--- src/design/poior_pkg.sv ---
// Constants for the port override and general I/O register block.
// Assumes an 8-bit register port on the system clock and 8-bit ports.
// Behaviour
// - Serial 0 transmitter on forces pin 1 output
// - Serial 0 receiver on forces pin 0 input
// - Forced-input pull-up still follows latch bit
// - Pins 7-4 carry compare outputs when enabled
// - Pins 3,1 transmit overrides; pin 2 receive override
// - Pull-up disable bit kills every pull-up
// - Latch and direction registers reset to zero
// - Pin sample register returns pin levels after two sync stages
package poior_pkg;
	// Sizes
	localparam int unsigned PORT_W = 8;
	localparam int unsigned BANKS = 3;
	localparam int unsigned PADS = 32;
	// Register map: bank n sits at n * stride plus field offset
	localparam logic [7:0] BANK_STRIDE = 8'h03;
	localparam logic [7:0] OFS_PIN = 8'h00;
	localparam logic [7:0] OFS_DIR = 8'h01;
	localparam logic [7:0] OFS_LATCH = 8'h02;
	localparam logic [7:0] ADDR_CTRL = 8'h35;
	// Reset values and idle read data
	localparam logic [7:0] LATCH_RST = 8'h00;
	localparam logic [7:0] DIR_RST = 8'h00;
	localparam logic [7:0] CTRL_RST = 8'h00;
	localparam logic [7:0] RDATA_IDLE = 8'h00;
	// Core control: bits 3 and 2 are read-only zero
	localparam logic [7:0] CTRL_WR_MASK = 8'hF3;
	localparam int unsigned CTRL_DBG_BIT = 7;
	localparam int unsigned CTRL_PUD_BIT = 4;
	localparam int unsigned CTRL_VECTOR_TABLE_SELECT_BIT = 1;
	localparam int unsigned CTRL_VECTOR_CHANGE_UNLOCK_BIT = 0;
	// Override port placement in the pad vector and its pins
	localparam int unsigned OVR_BASE = 24;
	localparam int unsigned PIN_RX0 = 0;
	localparam int unsigned PIN_TX0 = 1;
	localparam int unsigned PIN_RX1 = 2;
	localparam int unsigned PIN_TX1 = 3;
	localparam int unsigned PIN_CMP_LO = 4;
	localparam int unsigned PIN_CAP = 6;
	localparam int unsigned PIN_XCK = 4;
endpackage

--- src/design/poior_pad_slice.sv ---
// One pad's control mux: register-derived value or peripheral override.
// Assumes all inputs come from logic on the system clock.
`timescale 1ns/1ps
`default_nettype none
module poior_pad_slice (
	// Register-derived controls
	input wire logic dir_i,
	input wire logic latch_i,
	input wire logic pud_i,
	// Peripheral overrides
	input wire logic pullup_override_enable_i,
	input wire logic pullup_override_value_i,
	input wire logic direction_override_enable_i,
	input wire logic direction_override_value_i,
	input wire logic output_value_override_enable_i,
	input wire logic output_value_override_value_i,
	input wire logic input_enable_override_enable_i,
	input wire logic input_enable_override_value_i,
	// Resulting pad controls
	output logic pullup_o,
	output logic oe_o,
	output logic out_o,
	output logic in_en_o
);
	// Pull-up only for an input with latch high, unless disabled globally
	assign pullup_o = pullup_override_enable_i ? pullup_override_value_i
		: (~dir_i & latch_i & ~pud_i);
	// Direction
	assign oe_o = direction_override_enable_i ? direction_override_value_i : dir_i;
	// Output value
	assign out_o = output_value_override_enable_i ? output_value_override_value_i : latch_i;
	// Input path stays on; no sleep gating in this block
	assign in_en_o = input_enable_override_enable_i ? input_enable_override_value_i : 1'b1;
endmodule
`default_nettype wire

--- src/design/poior_top.sv ---
// Three general ports with registers, plus the override port pad logic.
// Assumes a single-cycle register master and raw asynchronous pad inputs.
`timescale 1ns/1ps
`default_nettype none
module poior_top (
	// Clock, reset, enable
	input wire logic clk_sys_i,
	input wire logic sys_rst_i,
	input wire logic ce_i,
	// Register port
	input wire logic [7:0] addr_i,
	input wire logic [7:0] wdata_i,
	input wire logic wr_i,
	input wire logic rd_i,
	output logic [7:0] rdata_o,
	// General port pads
	input wire logic [7:0] bank_a_pad_in_i,
	input wire logic [7:0] bank_b_pad_in_i,
	input wire logic [7:0] bank_c_pad_in_i,
	output logic [7:0] bank_a_pad_out_o,
	output logic [7:0] bank_a_pad_oe_o,
	output logic [7:0] bank_a_pullup_o,
	output logic [7:0] bank_b_pad_out_o,
	output logic [7:0] bank_b_pad_oe_o,
	output logic [7:0] bank_b_pullup_o,
	output logic [7:0] bank_c_pad_out_o,
	output logic [7:0] bank_c_pad_oe_o,
	output logic [7:0] bank_c_pullup_o,
	// Override port: its own registers live elsewhere
	input wire logic [7:0] ovr_latch_i,
	input wire logic [7:0] ovr_direction_i,
	input wire logic [7:0] ovr_pad_in_i,
	output logic [7:0] ovr_pad_out_o,
	output logic [7:0] ovr_pad_oe_o,
	output logic [7:0] ovr_pullup_o,
	// Serial channel controls and transmit data
	input wire logic serial0_transmitter_on_i,
	input wire logic serial0_receiver_on_i,
	input wire logic serial1_transmitter_on_i,
	input wire logic serial1_receiver_on_i,
	input wire logic serial0_transmit_line_i,
	input wire logic serial1_transmit_line_i,
	// Timer compare outputs and their enables
	input wire logic timer1_compare_b_en_i,
	input wire logic timer1_compare_b_out_i,
	input wire logic timer1_compare_a_en_i,
	input wire logic timer1_compare_a_out_i,
	input wire logic timer2_compare_b_en_i,
	input wire logic timer2_compare_b_out_i,
	input wire logic timer2_compare_a_en_i,
	input wire logic timer2_compare_a_out_i,
	// Input-path enables from interrupt logic
	input wire logic pin_change_group3_enable_i,
	input wire logic [7:0] pin_change_mask_i,
	input wire logic external_irq_0_en_i,
	input wire logic external_irq_1_en_i,
	// Sampled pins handed to peripherals
	output logic serial0_receive_line_o,
	output logic serial1_receive_line_o,
	output logic timer1_capture_input_o,
	output logic timer3_count_input_o,
	output logic serial1_external_clock_o,
	output logic external_irq_0_o,
	output logic external_irq_1_o,
	output logic [7:0] pin_change_source_o,
	// Core control bits
	output logic debug_port_disable_o,
	output logic global_pullup_disable_o,
	output logic vector_table_select_o,
	output logic vector_change_unlock_o
);
	// Whole state of the block
	typedef struct packed {
		logic [poior_pkg::BANKS-1:0][poior_pkg::PORT_W-1:0] latch; // Output latches
		logic [poior_pkg::BANKS-1:0][poior_pkg::PORT_W-1:0] dir; // Directions
		logic [poior_pkg::PORT_W-1:0] ctrl; // Core control
		logic [poior_pkg::PADS-1:0] sync1; // First sync stage, read by sync2 only
		logic [poior_pkg::PADS-1:0] sync2; // Second sync stage
		logic [poior_pkg::PADS-1:0] din; // Sampled, input-enable gated levels
		logic [poior_pkg::PADS-1:0] pad_out; // Registered pad drive
		logic [poior_pkg::PADS-1:0] pad_oe; // Registered pad enable
		logic [poior_pkg::PADS-1:0] pad_pu; // Registered pull-up control
		logic [poior_pkg::PORT_W-1:0] rdata; // Read answer, one cycle
	} poior_state_t;

	poior_state_t state_r;
	poior_state_t state_nxt;

	// Per-pad override and derived signals
	logic [poior_pkg::PADS-1:0] pad_in;
	logic [poior_pkg::PADS-1:0] pad_dir;
	logic [poior_pkg::PADS-1:0] pad_latch;
	logic [poior_pkg::PADS-1:0] pullup_override_enable;
	logic [poior_pkg::PADS-1:0] pullup_override_value;
	logic [poior_pkg::PADS-1:0] direction_override_enable;
	logic [poior_pkg::PADS-1:0] direction_override_value;
	logic [poior_pkg::PADS-1:0] output_value_override_enable;
	logic [poior_pkg::PADS-1:0] output_value_override_value;
	logic [poior_pkg::PADS-1:0] input_enable_override_enable;
	logic [poior_pkg::PADS-1:0] input_enable_override_value;
	logic [poior_pkg::PADS-1:0] mux_pu;
	logic [poior_pkg::PADS-1:0] mux_oe;
	logic [poior_pkg::PADS-1:0] mux_out;
	logic [poior_pkg::PADS-1:0] mux_ie;
	logic global_pullup_disable;
	// Compare enable seen by the pin 4 check; a plain copy keeps the property short
	logic timer1_compare_b_enable_hold;
	assign timer1_compare_b_enable_hold = timer1_compare_b_en_i;

	assign pad_in = {ovr_pad_in_i, bank_c_pad_in_i, bank_b_pad_in_i, bank_a_pad_in_i};
	assign pad_dir = {ovr_direction_i, state_r.dir};
	assign pad_latch = {ovr_latch_i, state_r.latch};
	assign global_pullup_disable = state_r.ctrl[poior_pkg::CTRL_PUD_BIT];

	// Override table; general banks carry none
	always_comb begin
		pullup_override_enable = '0;
		pullup_override_value = '0;
		direction_override_enable = '0;
		direction_override_value = '0;
		output_value_override_enable = '0;
		output_value_override_value = '0;
		input_enable_override_enable = '0;
		input_enable_override_value = '0;
		// Compare pins: only the output value is overridden
		output_value_override_enable[poior_pkg::OVR_BASE + poior_pkg::PIN_CMP_LO +: 4] = {timer2_compare_a_en_i,
			timer2_compare_b_en_i, timer1_compare_a_en_i, timer1_compare_b_en_i};
		output_value_override_value[poior_pkg::OVR_BASE + poior_pkg::PIN_CMP_LO +: 4] = {timer2_compare_a_out_i,
			timer2_compare_b_out_i, timer1_compare_a_out_i, timer1_compare_b_out_i};
		// Transmit pins: no pull-up, output, transmit data
		pullup_override_enable[poior_pkg::OVR_BASE + poior_pkg::PIN_TX0] = serial0_transmitter_on_i;
		direction_override_enable[poior_pkg::OVR_BASE + poior_pkg::PIN_TX0] = serial0_transmitter_on_i;
		direction_override_value[poior_pkg::OVR_BASE + poior_pkg::PIN_TX0] = 1'b1;
		output_value_override_enable[poior_pkg::OVR_BASE + poior_pkg::PIN_TX0] = serial0_transmitter_on_i;
		output_value_override_value[poior_pkg::OVR_BASE + poior_pkg::PIN_TX0] = serial0_transmit_line_i;
		pullup_override_enable[poior_pkg::OVR_BASE + poior_pkg::PIN_TX1] = serial1_transmitter_on_i;
		direction_override_enable[poior_pkg::OVR_BASE + poior_pkg::PIN_TX1] = serial1_transmitter_on_i;
		direction_override_value[poior_pkg::OVR_BASE + poior_pkg::PIN_TX1] = 1'b1;
		output_value_override_enable[poior_pkg::OVR_BASE + poior_pkg::PIN_TX1] = serial1_transmitter_on_i;
		output_value_override_value[poior_pkg::OVR_BASE + poior_pkg::PIN_TX1] = serial1_transmit_line_i;
		// Receive pins: input, pull-up still from the latch bit
		pullup_override_enable[poior_pkg::OVR_BASE + poior_pkg::PIN_RX0] = serial0_receiver_on_i;
		pullup_override_value[poior_pkg::OVR_BASE + poior_pkg::PIN_RX0] = ovr_latch_i[poior_pkg::PIN_RX0] & ~global_pullup_disable;
		direction_override_enable[poior_pkg::OVR_BASE + poior_pkg::PIN_RX0] = serial0_receiver_on_i;
		pullup_override_enable[poior_pkg::OVR_BASE + poior_pkg::PIN_RX1] = serial1_receiver_on_i;
		pullup_override_value[poior_pkg::OVR_BASE + poior_pkg::PIN_RX1] = ovr_latch_i[poior_pkg::PIN_RX1] & ~global_pullup_disable;
		direction_override_enable[poior_pkg::OVR_BASE + poior_pkg::PIN_RX1] = serial1_receiver_on_i;
		// Input path held on for pin change and external interrupt use
		input_enable_override_enable[poior_pkg::OVR_BASE +: poior_pkg::PORT_W] = pin_change_mask_i
			& {poior_pkg::PORT_W{pin_change_group3_enable_i}};
		input_enable_override_enable[poior_pkg::OVR_BASE + poior_pkg::PIN_RX1] = input_enable_override_enable[poior_pkg::OVR_BASE + poior_pkg::PIN_RX1]
			| external_irq_0_en_i;
		input_enable_override_enable[poior_pkg::OVR_BASE + poior_pkg::PIN_TX1] = input_enable_override_enable[poior_pkg::OVR_BASE + poior_pkg::PIN_TX1]
			| external_irq_1_en_i;
		input_enable_override_value[poior_pkg::OVR_BASE +: poior_pkg::PORT_W] = '1;
	end

	// One mux slice per pad
	genvar g;
	generate
		for (g = 0; g < poior_pkg::PADS; g++) begin : g_pad
			poior_pad_slice u_slice (
				.dir_i(pad_dir[g]),
				.latch_i(pad_latch[g]),
				.pud_i(global_pullup_disable),
				.pullup_override_enable_i(pullup_override_enable[g]),
				.pullup_override_value_i(pullup_override_value[g]),
				.direction_override_enable_i(direction_override_enable[g]),
				.direction_override_value_i(direction_override_value[g]),
				.output_value_override_enable_i(output_value_override_enable[g]),
				.output_value_override_value_i(output_value_override_value[g]),
				.input_enable_override_enable_i(input_enable_override_enable[g]),
				.input_enable_override_value_i(input_enable_override_value[g]),
				.pullup_o(mux_pu[g]),
				.oe_o(mux_oe[g]),
				.out_o(mux_out[g]),
				.in_en_o(mux_ie[g])
			);
		end
	endgenerate

	// Next state: sync, pad registers, register port
	always_comb begin
		state_nxt = state_r;
		// Pads pass two stages before anything looks at them
		state_nxt.sync1 = pad_in;
		state_nxt.sync2 = state_r.sync1;
		state_nxt.din = state_r.sync2 & mux_ie;
		// Registered pad controls cost one cycle of latency
		state_nxt.pad_out = mux_out;
		state_nxt.pad_oe = mux_oe;
		state_nxt.pad_pu = mux_pu;
		state_nxt.rdata = poior_pkg::RDATA_IDLE;
		for (int b = 0; b < poior_pkg::BANKS; b++) begin
			// Writes: sample-address write toggles the latch bits set in data
			if (wr_i && addr_i == 8'(b) * poior_pkg::BANK_STRIDE + poior_pkg::OFS_PIN) begin
				state_nxt.latch[b] = state_r.latch[b] ^ wdata_i;
			end
			if (wr_i && addr_i == 8'(b) * poior_pkg::BANK_STRIDE + poior_pkg::OFS_DIR) begin
				state_nxt.dir[b] = wdata_i;
			end
			if (wr_i && addr_i == 8'(b) * poior_pkg::BANK_STRIDE + poior_pkg::OFS_LATCH) begin
				state_nxt.latch[b] = wdata_i;
			end
			// Reads answer in the following cycle only
			if (rd_i && addr_i == 8'(b) * poior_pkg::BANK_STRIDE + poior_pkg::OFS_PIN) begin
				state_nxt.rdata = state_r.din[b*poior_pkg::PORT_W +: poior_pkg::PORT_W];
			end
			if (rd_i && addr_i == 8'(b) * poior_pkg::BANK_STRIDE + poior_pkg::OFS_DIR) begin
				state_nxt.rdata = state_r.dir[b];
			end
			if (rd_i && addr_i == 8'(b) * poior_pkg::BANK_STRIDE + poior_pkg::OFS_LATCH) begin
				state_nxt.rdata = state_r.latch[b];
			end
		end
		// Core control; read-only bits stay zero
		if (wr_i && addr_i == poior_pkg::ADDR_CTRL) begin
			state_nxt.ctrl = wdata_i & poior_pkg::CTRL_WR_MASK;
		end
		if (rd_i && addr_i == poior_pkg::ADDR_CTRL) begin
			state_nxt.rdata = state_r.ctrl;
		end
	end

	// State register; low enable freezes everything
	always_ff @(posedge clk_sys_i or posedge sys_rst_i) begin
		if (sys_rst_i) begin
			state_r <= '0;
			state_r.latch <= {poior_pkg::BANKS{poior_pkg::LATCH_RST}};
			state_r.dir <= {poior_pkg::BANKS{poior_pkg::DIR_RST}};
			state_r.ctrl <= poior_pkg::CTRL_RST;
		end else if (ce_i) begin
			state_r <= state_nxt;
		end
	end

	// Outputs, all from flip-flops
	assign rdata_o = state_r.rdata;
	assign bank_a_pad_out_o = state_r.pad_out[7:0];
	assign bank_a_pad_oe_o = state_r.pad_oe[7:0];
	assign bank_a_pullup_o = state_r.pad_pu[7:0];
	assign bank_b_pad_out_o = state_r.pad_out[15:8];
	assign bank_b_pad_oe_o = state_r.pad_oe[15:8];
	assign bank_b_pullup_o = state_r.pad_pu[15:8];
	assign bank_c_pad_out_o = state_r.pad_out[23:16];
	assign bank_c_pad_oe_o = state_r.pad_oe[23:16];
	assign bank_c_pullup_o = state_r.pad_pu[23:16];
	assign ovr_pad_out_o = state_r.pad_out[31:24];
	assign ovr_pad_oe_o = state_r.pad_oe[31:24];
	assign ovr_pullup_o = state_r.pad_pu[31:24];
	assign serial0_receive_line_o = state_r.din[poior_pkg::OVR_BASE + poior_pkg::PIN_RX0];
	assign timer3_count_input_o = state_r.din[poior_pkg::OVR_BASE + poior_pkg::PIN_RX0];
	assign serial1_receive_line_o = state_r.din[poior_pkg::OVR_BASE + poior_pkg::PIN_RX1];
	assign external_irq_0_o = state_r.din[poior_pkg::OVR_BASE + poior_pkg::PIN_RX1];
	assign external_irq_1_o = state_r.din[poior_pkg::OVR_BASE + poior_pkg::PIN_TX1];
	assign timer1_capture_input_o = state_r.din[poior_pkg::OVR_BASE + poior_pkg::PIN_CAP];
	assign serial1_external_clock_o = state_r.din[poior_pkg::OVR_BASE + poior_pkg::PIN_XCK];
	assign pin_change_source_o = state_r.din[poior_pkg::OVR_BASE +: poior_pkg::PORT_W];
	assign debug_port_disable_o = state_r.ctrl[poior_pkg::CTRL_DBG_BIT];
	assign global_pullup_disable_o = global_pullup_disable;
	assign vector_table_select_o = state_r.ctrl[poior_pkg::CTRL_VECTOR_TABLE_SELECT_BIT];
	assign vector_change_unlock_o = state_r.ctrl[poior_pkg::CTRL_VECTOR_CHANGE_UNLOCK_BIT];
endmodule
`default_nettype wire

--- config.mk ---
export PLATFORM = sky130hd
export DESIGN_NAME = poior_top
export DESIGN_NICKNAME = d
export VERILOG_FILES = /design/src/design/poior_pkg.sv /design/src/design/poior_pad_slice.sv /design/src/design/poior_top.sv
export SDC_FILE = /design/constraint.sdc
export NUM_CORES = 1
export LEC_CHECK = 0
export BUFFER_PORTS_ARGS = -buffer_cell sky130_fd_sc_hd__buf_2
export CELL_PAD_IN_SITES_DETAIL_PLACEMENT = 1
export CELL_PAD_IN_SITES_GLOBAL_PLACEMENT = 2
export CORE_ASPECT_RATIO = 0.6
export CORE_UTILIZATION = 38
export DETAILED_ROUTE_END_ITERATION = 6
export GPL_TIMING_DRIVEN = 0
export PLACE_DENSITY = 0.78
export SLEW_MARGIN = 10
export SYNTH_ARGS = -nofsm -noshare
export SYNTH_HDL_FRONTEND = slang
export SYNTH_HIERARCHICAL = 1
export SYNTH_SLANG_ARGS = --single-unit
--- constraint.sdc ---
create_clock -name clk_sys_i -period 10.9 [get_ports clk_sys_i]
set_input_delay 2.18 -clock clk_sys_i [delete_from_list [all_inputs] [get_ports clk_sys_i]]
set_output_delay 2.18 -clock clk_sys_i [all_outputs]
set_load 0.005 [all_outputs]
Word-level counts from Yosys, hierarchy flattened. Cells that the tools add are included.

Flip-flop bits (word level): 254. Bits in latches: 0. RAM bits: 0. Memory bits (read-only): 0. Bits of input ports: 94. Memories: 0.

Add/sub/neg operators: 0. $mul: 0. Div/mod/pow operators: 0. Order comparisons: 0. Equal/unequal tests: 9. Shift-type cells: 0. Multiplexer cells: 30. Bitwise gates (word level): 102. Reduce and logical (&&, ||, !) cells: 31.

Operator list (number): $mux 8 (16); $and 1x1->1 (66); $not 1->1 (33); $eq 8x3->1 const B (4); $xor 8x8->8 (3); $logic_and 1x1->1 (20); $eq 8x2->1 const B (2); $mux 1 (14); $reduce_and 2->1 (7); $eq 8x1->1 const B (1); $eq 8x4->1 const B (1); $eq 8x6->1 const B (1); $logic_not 8->1 (1); $reduce_bool 2->1 (3).

Logic depth before layout (Yosys ltp). Gate-level depths: netlist of run 1.

Word-level depth: 12. Mapped depth: 7. Depth with buffers taken out: 4.

Hierarchy. The synthesis of run 1 kept the hierarchy.

Modules (own cells, without submodules): poior_top (instances 1, cells each 908, area each 11608.6 µm², sequential area each 6356.1 µm²); poior_pad_slice (instances 32, cells each 7, area each 50.0 µm², sequential area each 0.0 µm²).

Worst setup path before layout of run 1. OpenSTA, ideal clock, no wires.

Path kind: input-to-reg. Start: input port addr_i[5]. End: register state_r, in the netlist pad_latch[11]. Library setup time: 123 ps. Data arrival time: 3711 ps. Slack: 7066 ps. Cell stages on the path: 6. Path through: or4_4 buf_6 or4_4 buf_6 a21oi_2 a21oi_1.

Longest elaborated chain between the ends: 4. Elaborated cells on any way between the ends: 7. Classes of those cells: 2 x eq/ne; 1 x mux; 4 x reduce/logical.

RTL lines: from (decl) (line poior_top.sv:11) `input wire logic [7:0] addr_i,`; $eq 8x2->1 or $eq 8x3->1 (tied branches) (line poior_top.sv:196, poior_top.sv:202); $logic_and 1x1->1, on equally long branches (line poior_top.sv:196, poior_top.sv:202); $reduce_bool 2->1 (no line); $reduce_and 2->1 (no line); to (signal assigned) (line poior_top.sv:233) `state_r <= state_nxt;`; to (decl) (line poior_top.sv:86) `poior_state_t state_r;`.

Parallel ways exist; a longest one is shown, timed or not. A chain may end at the register's enable or synchronous reset.

==> results of run 1 <==
[logic make-up after synthesis]
family / count (synthesis)
flops: 254
mux: 244
other cells: 2
compound gates: 176
simple gates: 212
xor+xnor: 8
buf+inv: 236
[synthesized netlist by cell type, drive strengths merged (3+ instances only)]
cell / n / area, um2
o41ai: 32 / 520.5
xor2: 8 / 70.07
buf: 127 / 928.4
o221a: 6 / 67.56
and3: 3 / 18.77
dfrtp: 254 / 6356
a21oi: 18 / 108.9
o22ai: 3 / 18.77
nand2b: 34 / 212.7
inv: 72 / 270.3
o21ai: 75 / 375.4
nor2: 5 / 18.77
nand2: 89 / 334.1
and2: 6 / 37.54
nand3: 51 / 260.3
nand4: 3 / 18.77
o221ai: 5 / 43.79
a32oi: 5 / 43.79
mux2: 222 / 2500
a21boi: 6 / 45.04
a21o: 8 / 60.06
mux4: 15 / 337.8
mux2i: 7 / 70.07
clkbuf: 36 / 135.1
nor3: 3 / 25.02
nor4: 5 / 73.82
or4: 3 / 30.03
nor2b: 4 / 25.02
o211ai: 9 / 67.56
[area by class of cell]
| type | instances | area, um2 | share of cell area |
|---|---|---|---|
| multi-input combinational | 920 | 6560 | 0.3904 |
| sequential | 254 | 6360 | 0.3785 |
| timing repair buffer | 209 | 1091 | 0.06492 |
| buffer | 163 | 1064 | 0.06329 |
| clock buffer | 38 | 787.0 | 0.04683 |
| tap | 459 | 574.3 | 0.03417 |
| inverter | 73 | 281.5 | 0.01675 |
| clock inverter | 10 | 85.08 | 0.005063 |
| antenna | 1 | 2.502 | 0.0001489 |
[per-stage QoR]
step / setup TNS [ns] / utilization / total power, uW
floorplan: 0 / - / 1337
global placement: -414.95 / 0.4671 / 1468
detailed placement: 0 / 0.4691 / 1482
CTS: 0 / 0.4947 / 2415
global route: 0 / 0.4947 / 2498
finish: 0 / 0.4948 / 2388
[worst paths after layout]
check | end | startpoint | cells past startpoint
worst max-delay path | rdata_o[5]$_DFFE_PP0P_ | ce_i | 6
worst min-delay path | rdata_o[3]$_DFFE_PP0P_ | rdata_o[3]$_DFFE_PP0P_ | 1
worst max register to register | ovr_pullup_o[0]$_DFFE_PP0P_ | global_pullup_disable_o$_DFFE_PP0P_ | 4
worst min register to register | rdata_o[3]$_DFFE_PP0P_ | rdata_o[3]$_DFFE_PP0P_ | 1
max in group asynchronous | global_pullup_disable_o$_DFFE_PP0P_ | sys_rst_i | 4
min in group asynchronous | bank_a_pad_out_o[2]$_DFFE_PP0P_ | sys_rst_i | 2
[per-layer routing]
layer,wire [um],vias up
met5,0,-
met4,549,0
met3,1924,41
met2,16630,190
met1,18520,5011
li1,-,4637
[worst max-delay path, cell delays in order]
cell	delay [ns]
buf_2	0.16
clkbuf_1	0.56
buf_1	0.65
clkbuf_1	0.64
o221ai_1	0.29
a32oi_1	0.26
[power by group through the flow]
stage          sequential (uW)  clock, uW  combinational (uW)
2_1_floorplan             1090          0                 252
3_3_place_gp              1110          0                 356
3_5_place_dp              1120          0                 367
4_1_cts                   1100        948                 369
5_1_grt                   1110        980                 408
6_report                  1100        925                 365
[flip-flops by register name, summed over array words and instances (netlist names), 24 cells and up]
name	cells
pad_dir	24
pad_latch	24
state_r	58
state_nxt	32
==> metrics, run 1 <==
status finished, final reports clean; CP arrival roughly 4.8 ns; skew final around 0.013 ns; grt ovf 0; P&R area growth vs syn 27.21%; async set-reset flop share out of synthesis 1.000; FF-to-FF setup slack 9.28 ns; num rows 52; worst hold path type reg -> reg; fillcell total 3857; share of layout cells above drive strength 1 0.4001; Seq cells post-synth 254; commonest non-fill, non-tap cell in the layout conb_1; CTS Hold Buffers Added 0; Syn Area/Cell 11.67 um2; Critical Path Start Type primary input; Die Ht 146.4 um; RSZ-0062 raised after global routing false; Seq/Total Area, Yosys 0.4812; Placer Congestion 0.8483; first-pass GRT wire length 59900 um; CTS H-Tree Depth 1; DP Area between 15000 and 20000 um2; static leakage between 0.008 and 0.009 uW; vias 9879; Vias/cell ~4.6; Cell Int Power 1758 uW; worst slew pin tran 0.9833 ns; M1 GR Usage 0.3207; worst hold slack 0.5007 ns; endpoint class of the critical path register; clock share of power 0.387; Ys Warns 6; maxcap violations 0; Netlist Area Pre-Place 13210 um2; port bufs 207; Setup-failing EPs final 0; mux cell area share after synthesis 0.2201; IO Pins between 200 and 250; ys flop type dfrtp_1; Placed Instances 2078; data required time of the worst path 11.34 ns; clk slew on worst S/H paths 0.06 ns; Synth Area in Adders 0; core box area 33960 um2; Detail Route Antenna Nets 0; vias in the first global route ~10000; leading cell types in the layout, fill and taps excluded 280 x conb_1, 253 x dfrtp_1, 222 x mux2_2, 214 x buf_2, 114 x buf_4; Clock Latency Late Sink 0.55 ns; Synth cell types 53; Place WS 5.966 ns; switching power 630.1 uW; chip width ~240 um; PD cells 142.1 nW/um2; largest net degree at the start of global routing about 110; met3 GRT Util 0.04338; initial core utilization 0.3890; Nets 1741; All-Layer GR Usage 0.2180; GR met2 Demand/Resource 0.3350; count of final max-slew check failures 0; buffer count from post-CTS setup fixing 0; Synth Area in Simple Gates 0.08363; root buffer cell clkbuf_16; largest family of logic cells by synthesized area multiplexers; initial antenna violation count 0; post-detail-place hpwl 28380 um; clock buffer depth 3; Switching Share 0.2638; first drt pass iteration count 5; Slew HR 0.3390; worst setup margin 6.581 ns; CTS buffer count 26; CP Max Fanout 10; XOR/XNOR Fraction of Synth Area 0.005304; Flop pwr share 0.460; Post-synth EDFFs 0; Post-Layout Cell Count ~2100; combinational power share 0.153; DRC Markers 0; Final Cycle Share 0.3963; cells after synthesis 1132; CTS tree built; endpoints failing hold 0; minimum clock period 4.319 ns; drt total wl ~38000 um; Initial DRC Count 435; post-DR wirelength/cell 17.69 um; CTS resizes 0; final instance area 16800 um2; clk sink count around 250; FMAX 231.5 MHz; Synth Area in Compound Gates 0.1080; die area 35540 um2; maximum vdd ir drop 114.9 uV; crit path kind in -> reg; GR peak layer met2
Power figures use the tool's default switching activity.
==> run 2, diff against run 1 <==
--- a/config.mk
+++ b/config.mk
@@ -5,14 +5,15 @@
 export SDC_FILE = /design/constraint.sdc
 export NUM_CORES = 1
 export LEC_CHECK = 0
+export ABC_AREA = 1
 export BUFFER_PORTS_ARGS = -buffer_cell sky130_fd_sc_hd__buf_2
 export CELL_PAD_IN_SITES_DETAIL_PLACEMENT = 1
 export CELL_PAD_IN_SITES_GLOBAL_PLACEMENT = 2
 export CORE_ASPECT_RATIO = 0.6
-export CORE_UTILIZATION = 38
+export CORE_UTILIZATION = 32
 export DETAILED_ROUTE_END_ITERATION = 6
 export GPL_TIMING_DRIVEN = 0
-export PLACE_DENSITY = 0.78
+export PLACE_DENSITY = 0.77
 export SLEW_MARGIN = 10
 export SYNTH_ARGS = -nofsm -noshare
 export SYNTH_HDL_FRONTEND = slang
==> constraint.sdc (replaced) <==
create_clock -name clk_sys_i -period 4.3 [get_ports clk_sys_i]
set_input_delay 0.86 -clock clk_sys_i [delete_from_list [all_inputs] [get_ports clk_sys_i]]
set_output_delay 0.86 -clock clk_sys_i [all_outputs]
set_load 0.005 [all_outputs]
==> run 2 against run 1 <==
  * First-iteration DRC count rose by 30%
  * Cell count rose by 36%
  * Die area rose by 18%
  * Via count rose by 23%
  * Worst hold slack got worse by 0.094 ns
  * Power rose to 2.6 times the previous value
  * Sequential share of layout area fell by 0.80 points
  * Synthesized cell count rose by 57%
  * Critical path depth rose by 6
  * Critical path type unchanged
  * Critical endpoint is now rdata_o[4]$_DFFE_PP0P_
  * Largest power group unchanged
==> metrics, run 2 <==
status finished, final reports clean; register area 6357 um2 (about the same); vias 12160 (+23%); maxcap violations 0 (unchanged); worst hold path type in -> async; largest area contributor in the netlist dfrtp_1; share of layout cells above drive strength 1 0.1747 (-0.2254); Detail Route Antenna Nets 0 (unchanged); fillcell total 5230 (+36%); initial core utilization 0.3241 (-0.06485); CP arrival 2.71 ns (-2.05 ns); met3 GRT Util 0.02776 (-0.01562); All-Layer GR Usage 0.2098 (-0.008181); commonest non-fill, non-tap cell in the layout nand2_1; post-detail-place hpwl 33570 um (+18%); RSZ-0062 raised after global routing false; Post-synth EDFFs 0 (unchanged); Final Cycle Share 0.5132; IO Pins 217 (unchanged); GR peak layer met2; die area 41800 um2 (+18%); maximum vdd ir drop 211.5 uV (+84%); Vias/cell 4.207 (-9.4%); ys flop type dfrtp_1; largest net degree at the start of global routing 38 (-65%); Setup-failing EPs final 0 (unchanged); worst slew pin tran 0.8717 ns (-0.1116 ns); Largest register FFs 58 (unchanged); buffer count from post-CTS setup fixing 0 (unchanged); PD cells 362.7 nW/um2 (+160%); Seq cells post-synth 254 (unchanged); Power Total 6224 uW (+160%); M1 GR Usage 0.3105 (-0.01022); Synth cell types 25 (-53%); GR met2 Demand/Resource 0.3301 (-0.004870); area share of the largest cell type after synthesis 0.4850 (+0.003812); Critical Path Start Type primary input; DRC Markers 0 (unchanged); cell with the most instances after synthesis nand2_1; list of most frequent post-synthesis cells 746 x nand2_1, 254 x dfrtp_1, 196 x inv_1, 131 x o21ai_0, 120 x nor2_1; Syn Area/Cell 7.355 um2 (-37%); clk slew on worst S/H paths 0.06 ns (about the same); Netlist Area Pre-Place 13110 um2 (-0.79%); core box area 40440 um2 (+19%); count of final max-slew check failures 0 (unchanged); static leakage 0.009498 uW (+16%); Die Ht 158.8 um (+8.4%); clock buffer depth 3 (unchanged); first drt pass iteration count 5 (unchanged); Slew HR 0.4189 (+0.07986); endpoint class of the critical path register; Placed Instances 2840 (+37%); initial antenna violation count 0 (unchanged); cells after synthesis 1782 (+57%); P&R area growth vs syn 30.94%; area of the multi-input gates 6058 um2 (-7.6%); first-pass GRT wire length 68600 um (+15%); data required time of the worst path 4.80 ns (-6.54 ns); largest register by flop count state_r; setup_tns 0 ns (unchanged); vias in the first global route 12460 (+20%); drt total wl 42490 um (+13%); post-DR wirelength/cell 14.70 um (-17%); grt ovf 0 (unchanged); async set-reset flop share out of synthesis 1.000 (unchanged); CP Max Fanout 9 (-1); CTS resizes 0 (unchanged); Ys Warns 6 (unchanged); Seq/Total Area, Yosys 0.4850 (+0.003812); root buffer cell clkbuf_16; CTS tree built; Clock Latency Late Sink 0.57 ns (+0.02 ns); Placer Congestion 0.8456 (-0.32%); CTS H-Tree Depth 1 (unchanged); chip width 263.3 um (+8.5%); skew final 0.008629 ns (-0.003972 ns); Util after Layout 0.4244 (-0.07041); num rows 57 (+9.6%); port bufs 213 (+2.9%); clk sink count 254 (unchanged); minimum clock period 2.207 ns; Area contributors post-synth dfrtp_1 48%, nand2_1 21%, buf_4 6.5%; CTS Hold Buffers Added 0 (unchanged); Initial DRC Count 565 (+30%); FMAX between 400 and 500 MHz; endpoints failing hold 0 (unchanged); CTS buffer count 28 (+7.7%); Post-Layout Cell Count 2890 (+36%); Nets 2433 (+40%); crit path kind in -> reg; leading cell types in the layout, fill and taps excluded 746 x nand2_1, 308 x conb_1, 253 x dfrtp_1, 215 x buf_2, 195 x inv_1; worst hold slack 0.4071 ns (-0.09362 ns)
==> run 2: cells by family after synthesis <==
family | after synthesis | synth area share
xor gates and xnor gates | 24 | 0.01604
buffers and inverters | 365 | 0.1404
and+or+nand+nor | 961 | 0.2892
other | 2 | 0.0005730
DFF | 254 | 0.4850
AOI/OAI and AO/OA | 176 | 0.06883
==> run 2: through the flow <==
stage / instance area [um2] / worst slack (ns)
4_1_cts: 17160 / 2.132
3_5_place_dp: 16150 / 1.588
6_report: 17160 / 2.093
3_3_place_gp: 15990 / -1.845
5_1_grt: 17160 / 2.032
2_1_floorplan: 14260 / 0.09635
==> run 2: worst paths after layout <==
kind / startpoint / end / slack, ns / depth (start not counted)
max reg2reg: pad_dir[7]$_DFFE_PP0P_ / rdata_o[7]$_DFFE_PP0P_ / 2.61 / 8
max: addr_i[7] / rdata_o[4]$_DFFE_PP0P_ / 2.09 / 12
min in group clk_sys_i: bank_a_pad_out_o[1]$_DFFE_PP0P_ / bank_a_pad_out_o[1]$_DFFE_PP0P_ / 0.47 / 2
max in group asynchronous: sys_rst_i / state_r[143]$_DFFE_PP0P_ / 2.98 / 4
min reg2reg: bank_a_pad_out_o[1]$_DFFE_PP0P_ / bank_a_pad_out_o[1]$_DFFE_PP0P_ / 0.47 / 2
min: sys_rst_i / bank_b_pad_oe_o[0]$_DFFE_PP0P_ / 0.41 / 2
==> run 2: layout make-up <==
cell class,instances,share of cell area
Inverter,199,0.04374
Antenna cell,1,0.0001458
Buffer,166,0.06372
Clock buffer,43,0.05118
Clock inverter,6,0.007582
Timing Repair Buffer,221,0.07145
Multi-Input combinational cell,1469,0.3530
Sequential cell,254,0.3704
Tap cell,531,0.03871
==> run 2: power breakdown <==
group,leakage (uW),internal [uW],switching [uW]
clock,0.000498,1630,1050
sequential,0.00328,2590,122
combinational,0.00571,366,473
==> run 2: routing by layer <==
metal | part of all wire | wire length [um]
met5 | 0 | 0
met4 | 0.014 | 584
met3 | 0.036 | 1545
met2 | 0.44 | 18530
met1 | 0.51 | 21830
==> run 2: critical path, stage by stage <==
cell	delay [ns]
buf_2	0.11
nor2_4	0.15
nand2_2	0.20
nor2_4	0.23
nand2_2	0.06
nor2_1	0.47
nand2_1	0.10
nand4_1	0.21
nor2_1	0.10
nand4_1	0.10
nand2_1	0.06
inv_1	0.05
==> run 3, diff against run 2 <==
--- a/config.mk
+++ b/config.mk
@@ -5,15 +5,15 @@
 export SDC_FILE = /design/constraint.sdc
 export NUM_CORES = 1
 export LEC_CHECK = 0
-export ABC_AREA = 1
+export ABC_AREA = 0
 export BUFFER_PORTS_ARGS = -buffer_cell sky130_fd_sc_hd__buf_2
 export CELL_PAD_IN_SITES_DETAIL_PLACEMENT = 1
 export CELL_PAD_IN_SITES_GLOBAL_PLACEMENT = 2
 export CORE_ASPECT_RATIO = 0.6
-export CORE_UTILIZATION = 32
+export CORE_UTILIZATION = 34
 export DETAILED_ROUTE_END_ITERATION = 6
 export GPL_TIMING_DRIVEN = 0
-export PLACE_DENSITY = 0.77
+export PLACE_DENSITY = 0.74
 export SLEW_MARGIN = 10
 export SYNTH_ARGS = -nofsm -noshare
 export SYNTH_HDL_FRONTEND = slang
==> constraint.sdc (replaced) <==
create_clock -name clk_sys_i -period 1.9 [get_ports clk_sys_i]
set_input_delay 0.38 -clock clk_sys_i [delete_from_list [all_inputs] [get_ports clk_sys_i]]
set_output_delay 0.38 -clock clk_sys_i [all_outputs]
set_load 0.005 [all_outputs]
==> run 3 against run 2 <==
  * Register-to-register slack worse by 2.3 ns
  * Clock skew up 0.0067 ns
  * Routed wire length down 9.5%
  * Critical path depth down 7
  * First-iteration DRC count down 9.9%
  * Utilization up 2.9 points
  * Final area up 0.35%
  * Global-route usage down 1.2 points
  * Sequential power up 130%
  * Highest routed layer is now met5
  * Via count down 19%
  * Non-clock buffer count down 5
  * Clock-buffer cell count unchanged
==> metrics, run 3 (synthesis results as in run 1) <==
worst reg2reg path depth 4 (-4); Nets 1753 (-28%); Setup-failing EPs final 0 (unchanged); IO Pins 217 (unchanged); FF-to-FF setup slack 0.30 ns (-2.31 ns); Critical Path Start Type primary input; combinational power share 0.150 (+0.015); CP arrival 2.27 ns (-0.44 ns); grt ovf 0 (unchanged); Detail Route Antenna Nets 0 (unchanged); skew final 0.01538 ns (+0.006746 ns); DP Area 16110 um2 (-0.26%); port bufs 207 (-2.8%); Placed Instances 2138 (-25%); post-detail-place hpwl 29080 um (-13%); Switching Share 0.2570 (-0.006715); P&R area growth vs syn 30.37%; Final Cycle Share 0.9626; setup_tns 0 ns (unchanged); count of final max-slew check failures 0 (unchanged); die area 39670 um2 (-5.1%); chip width 256.5 um (-2.6%); final instance area 17220 um2 (+0.35%); All-Layer GR Usage 0.1980 (-0.01181); fillcell total 4350 (-17%); RSZ-0062 raised after global routing false; data required time of the worst path 2.34 ns (-2.46 ns); CTS buffer count 28 (unchanged); status finished, final reports clean; Die Ht 154.7 um (-2.6%); endpoint class of the critical path register; Largest register FFs 58 (unchanged); CTS H-Tree Depth 1 (unchanged); reg-to-reg endpoint rdata_o[6]$_DFFE_PP0P_; share of layout cells above drive strength 1 0.4111 (+0.2363); vias in the first global route 10190 (-18%); leading cell types in the layout, fill and taps excluded 280 x conb_1, 253 x dfrtp_1, 222 x mux2_2, 216 x buf_2, 115 x buf_4; initial antenna violation count 4 (+4); FMAX 546.7 MHz; CTS tree built; core box area 37990 um2 (-6.1%); first-pass GRT wire length 60460 um (-12%); largest register by flop count state_r; initial core utilization 0.3478 (+0.02365); worst slew pin tran 1.047 ns (+0.1751 ns); Cell Int Power 10580 uW (+130%); Initial DRC Count 509 (-9.9%); maxcap violations 0 (unchanged); area of the multi-input gates 6593 um2 (+8.8%); Vias/cell 4.469 (+6.2%); num rows 55 (-3.5%); Util after Layout 0.4534 (+0.02897); clk slew on worst S/H paths 0.06 ns (about the same); minimum clock period 1.829 ns; Power Total 14240 uW (+130%); clk sink count 254 (unchanged); clock share of power 0.408 (-0.022); endpoints failing hold 0 (unchanged); register area 6360 um2 (about the same); static leakage 0.008362 uW (-12%); post-DR wirelength/cell 17.49 um (+19%); crit path kind in -> reg; Slew HR 0.3022 (-0.1167); PD cells 827.0 nW/um2 (+130%); launching point of the worst reg2reg path pad_dir[6]$_DFFE_PP0P_; hold path start bank_a_pad_in_i[0]; Flop pwr share 0.442 (+0.007); maximum vdd ir drop 620.3 uV (+190%); Clock Latency Late Sink 0.56 ns (about the same); commonest non-fill, non-tap cell in the layout conb_1; switching power 3659 uW (+120%); CP Max Fanout 10 (+1); first drt pass iteration count 4 (-1); largest net degree at the start of global routing 36 (-5.3%); clock buffer depth 3 (unchanged); worst hold path type in -> reg; worst min-delay path endpoint state_nxt[136]$_DFFE_PP0P_; hold path cells 2; vias 9823 (-19%); drt total wl 38450 um (-9.5%); root buffer cell clkbuf_16; DRC Markers 0 (unchanged); Post-Layout Cell Count 2198 (-24%); Placer Congestion 0.8044 (-4.9%)
-- run 3: worst max path at each step --
stage / from / endpoint / slack (ns) / cells past startpoint
final: ce_i / ovr_pad_oe_o[1]$_DFFE_PP0P_ / 0.07 / 5
after global routing: ce_i / ovr_pad_out_o[2]$_DFFE_PP0P_ / 0.005 / 5
after CTS: ce_i / bank_c_pad_out_o[3]$_DFFE_PP0P_ / 0.01 / 5
after detailed placement: ce_i / rdata_o[1]$_DFFE_PP0P_ / -1.21 / 7
after global placement: sys_rst_i / ovr_pad_oe_o[4]$_DFFE_PP0P_ / -3.75 / 2
after floorplan: sys_rst_i / bank_a_pad_oe_o[0]$_DFFE_PP0P_ / -1.82 / 1
-- run 3: per-layer routing --
metal | wire [um] | global-route usage
met5 | 8 | 0
met3 | 2010 | 0.03671
met4 | 586 | 0.03430
met2 | 16980 | 0.3020
met1 | 18860 | 0.2942
-- run 3: stage by stage --
step	setup WS, ns	hold slack, ns
finish	0.07097	0.05137
CTS	0.009819	0.02869
global placement	-3.748	0.4835
floorplan	-1.824	0.4560
detailed placement	-1.206	0.3919
global route	0.004511	0.02970
-- run 3: worst max-delay path: stages --
cell	delay, ns
buf_2	0.14
clkbuf_2	0.35
clkbuf_2	0.40
clkbuf_1	0.58
mux2_2	0.41
-- run 3: power by group through the flow --
stage	clock [uW]	combinational, uW	sequential (uW)
final	5810	2140	6300
after global routing	6160	2390	6370
after CTS	5970	2160	6300
after detailed placement	0	2130	6410
after global placement	0	2040	6390
after floorplan	0	1450	6230
-- run 3: layout make-up --
cell class              instances  share of cell area
diodes                          4           0.0005812
plain buffers                 162             0.06226
clock buffers                  43             0.04919
clock inverters                 9            0.008065
inverters                      73             0.01613
multi-input cells             920              0.3828
flip-flops and latches        254              0.3693
well taps                     513             0.03727
repair buffers                220             0.07440
-- run 3: repair_timing --
item,CTS,global route
endpoints found under the hold margin,12,0
gates cloned,0,0
buffers inserted,2,2
resized for setup,6,9
hold buffers,1,0
setup endpoints to repair,172,42
pin swaps,0,2
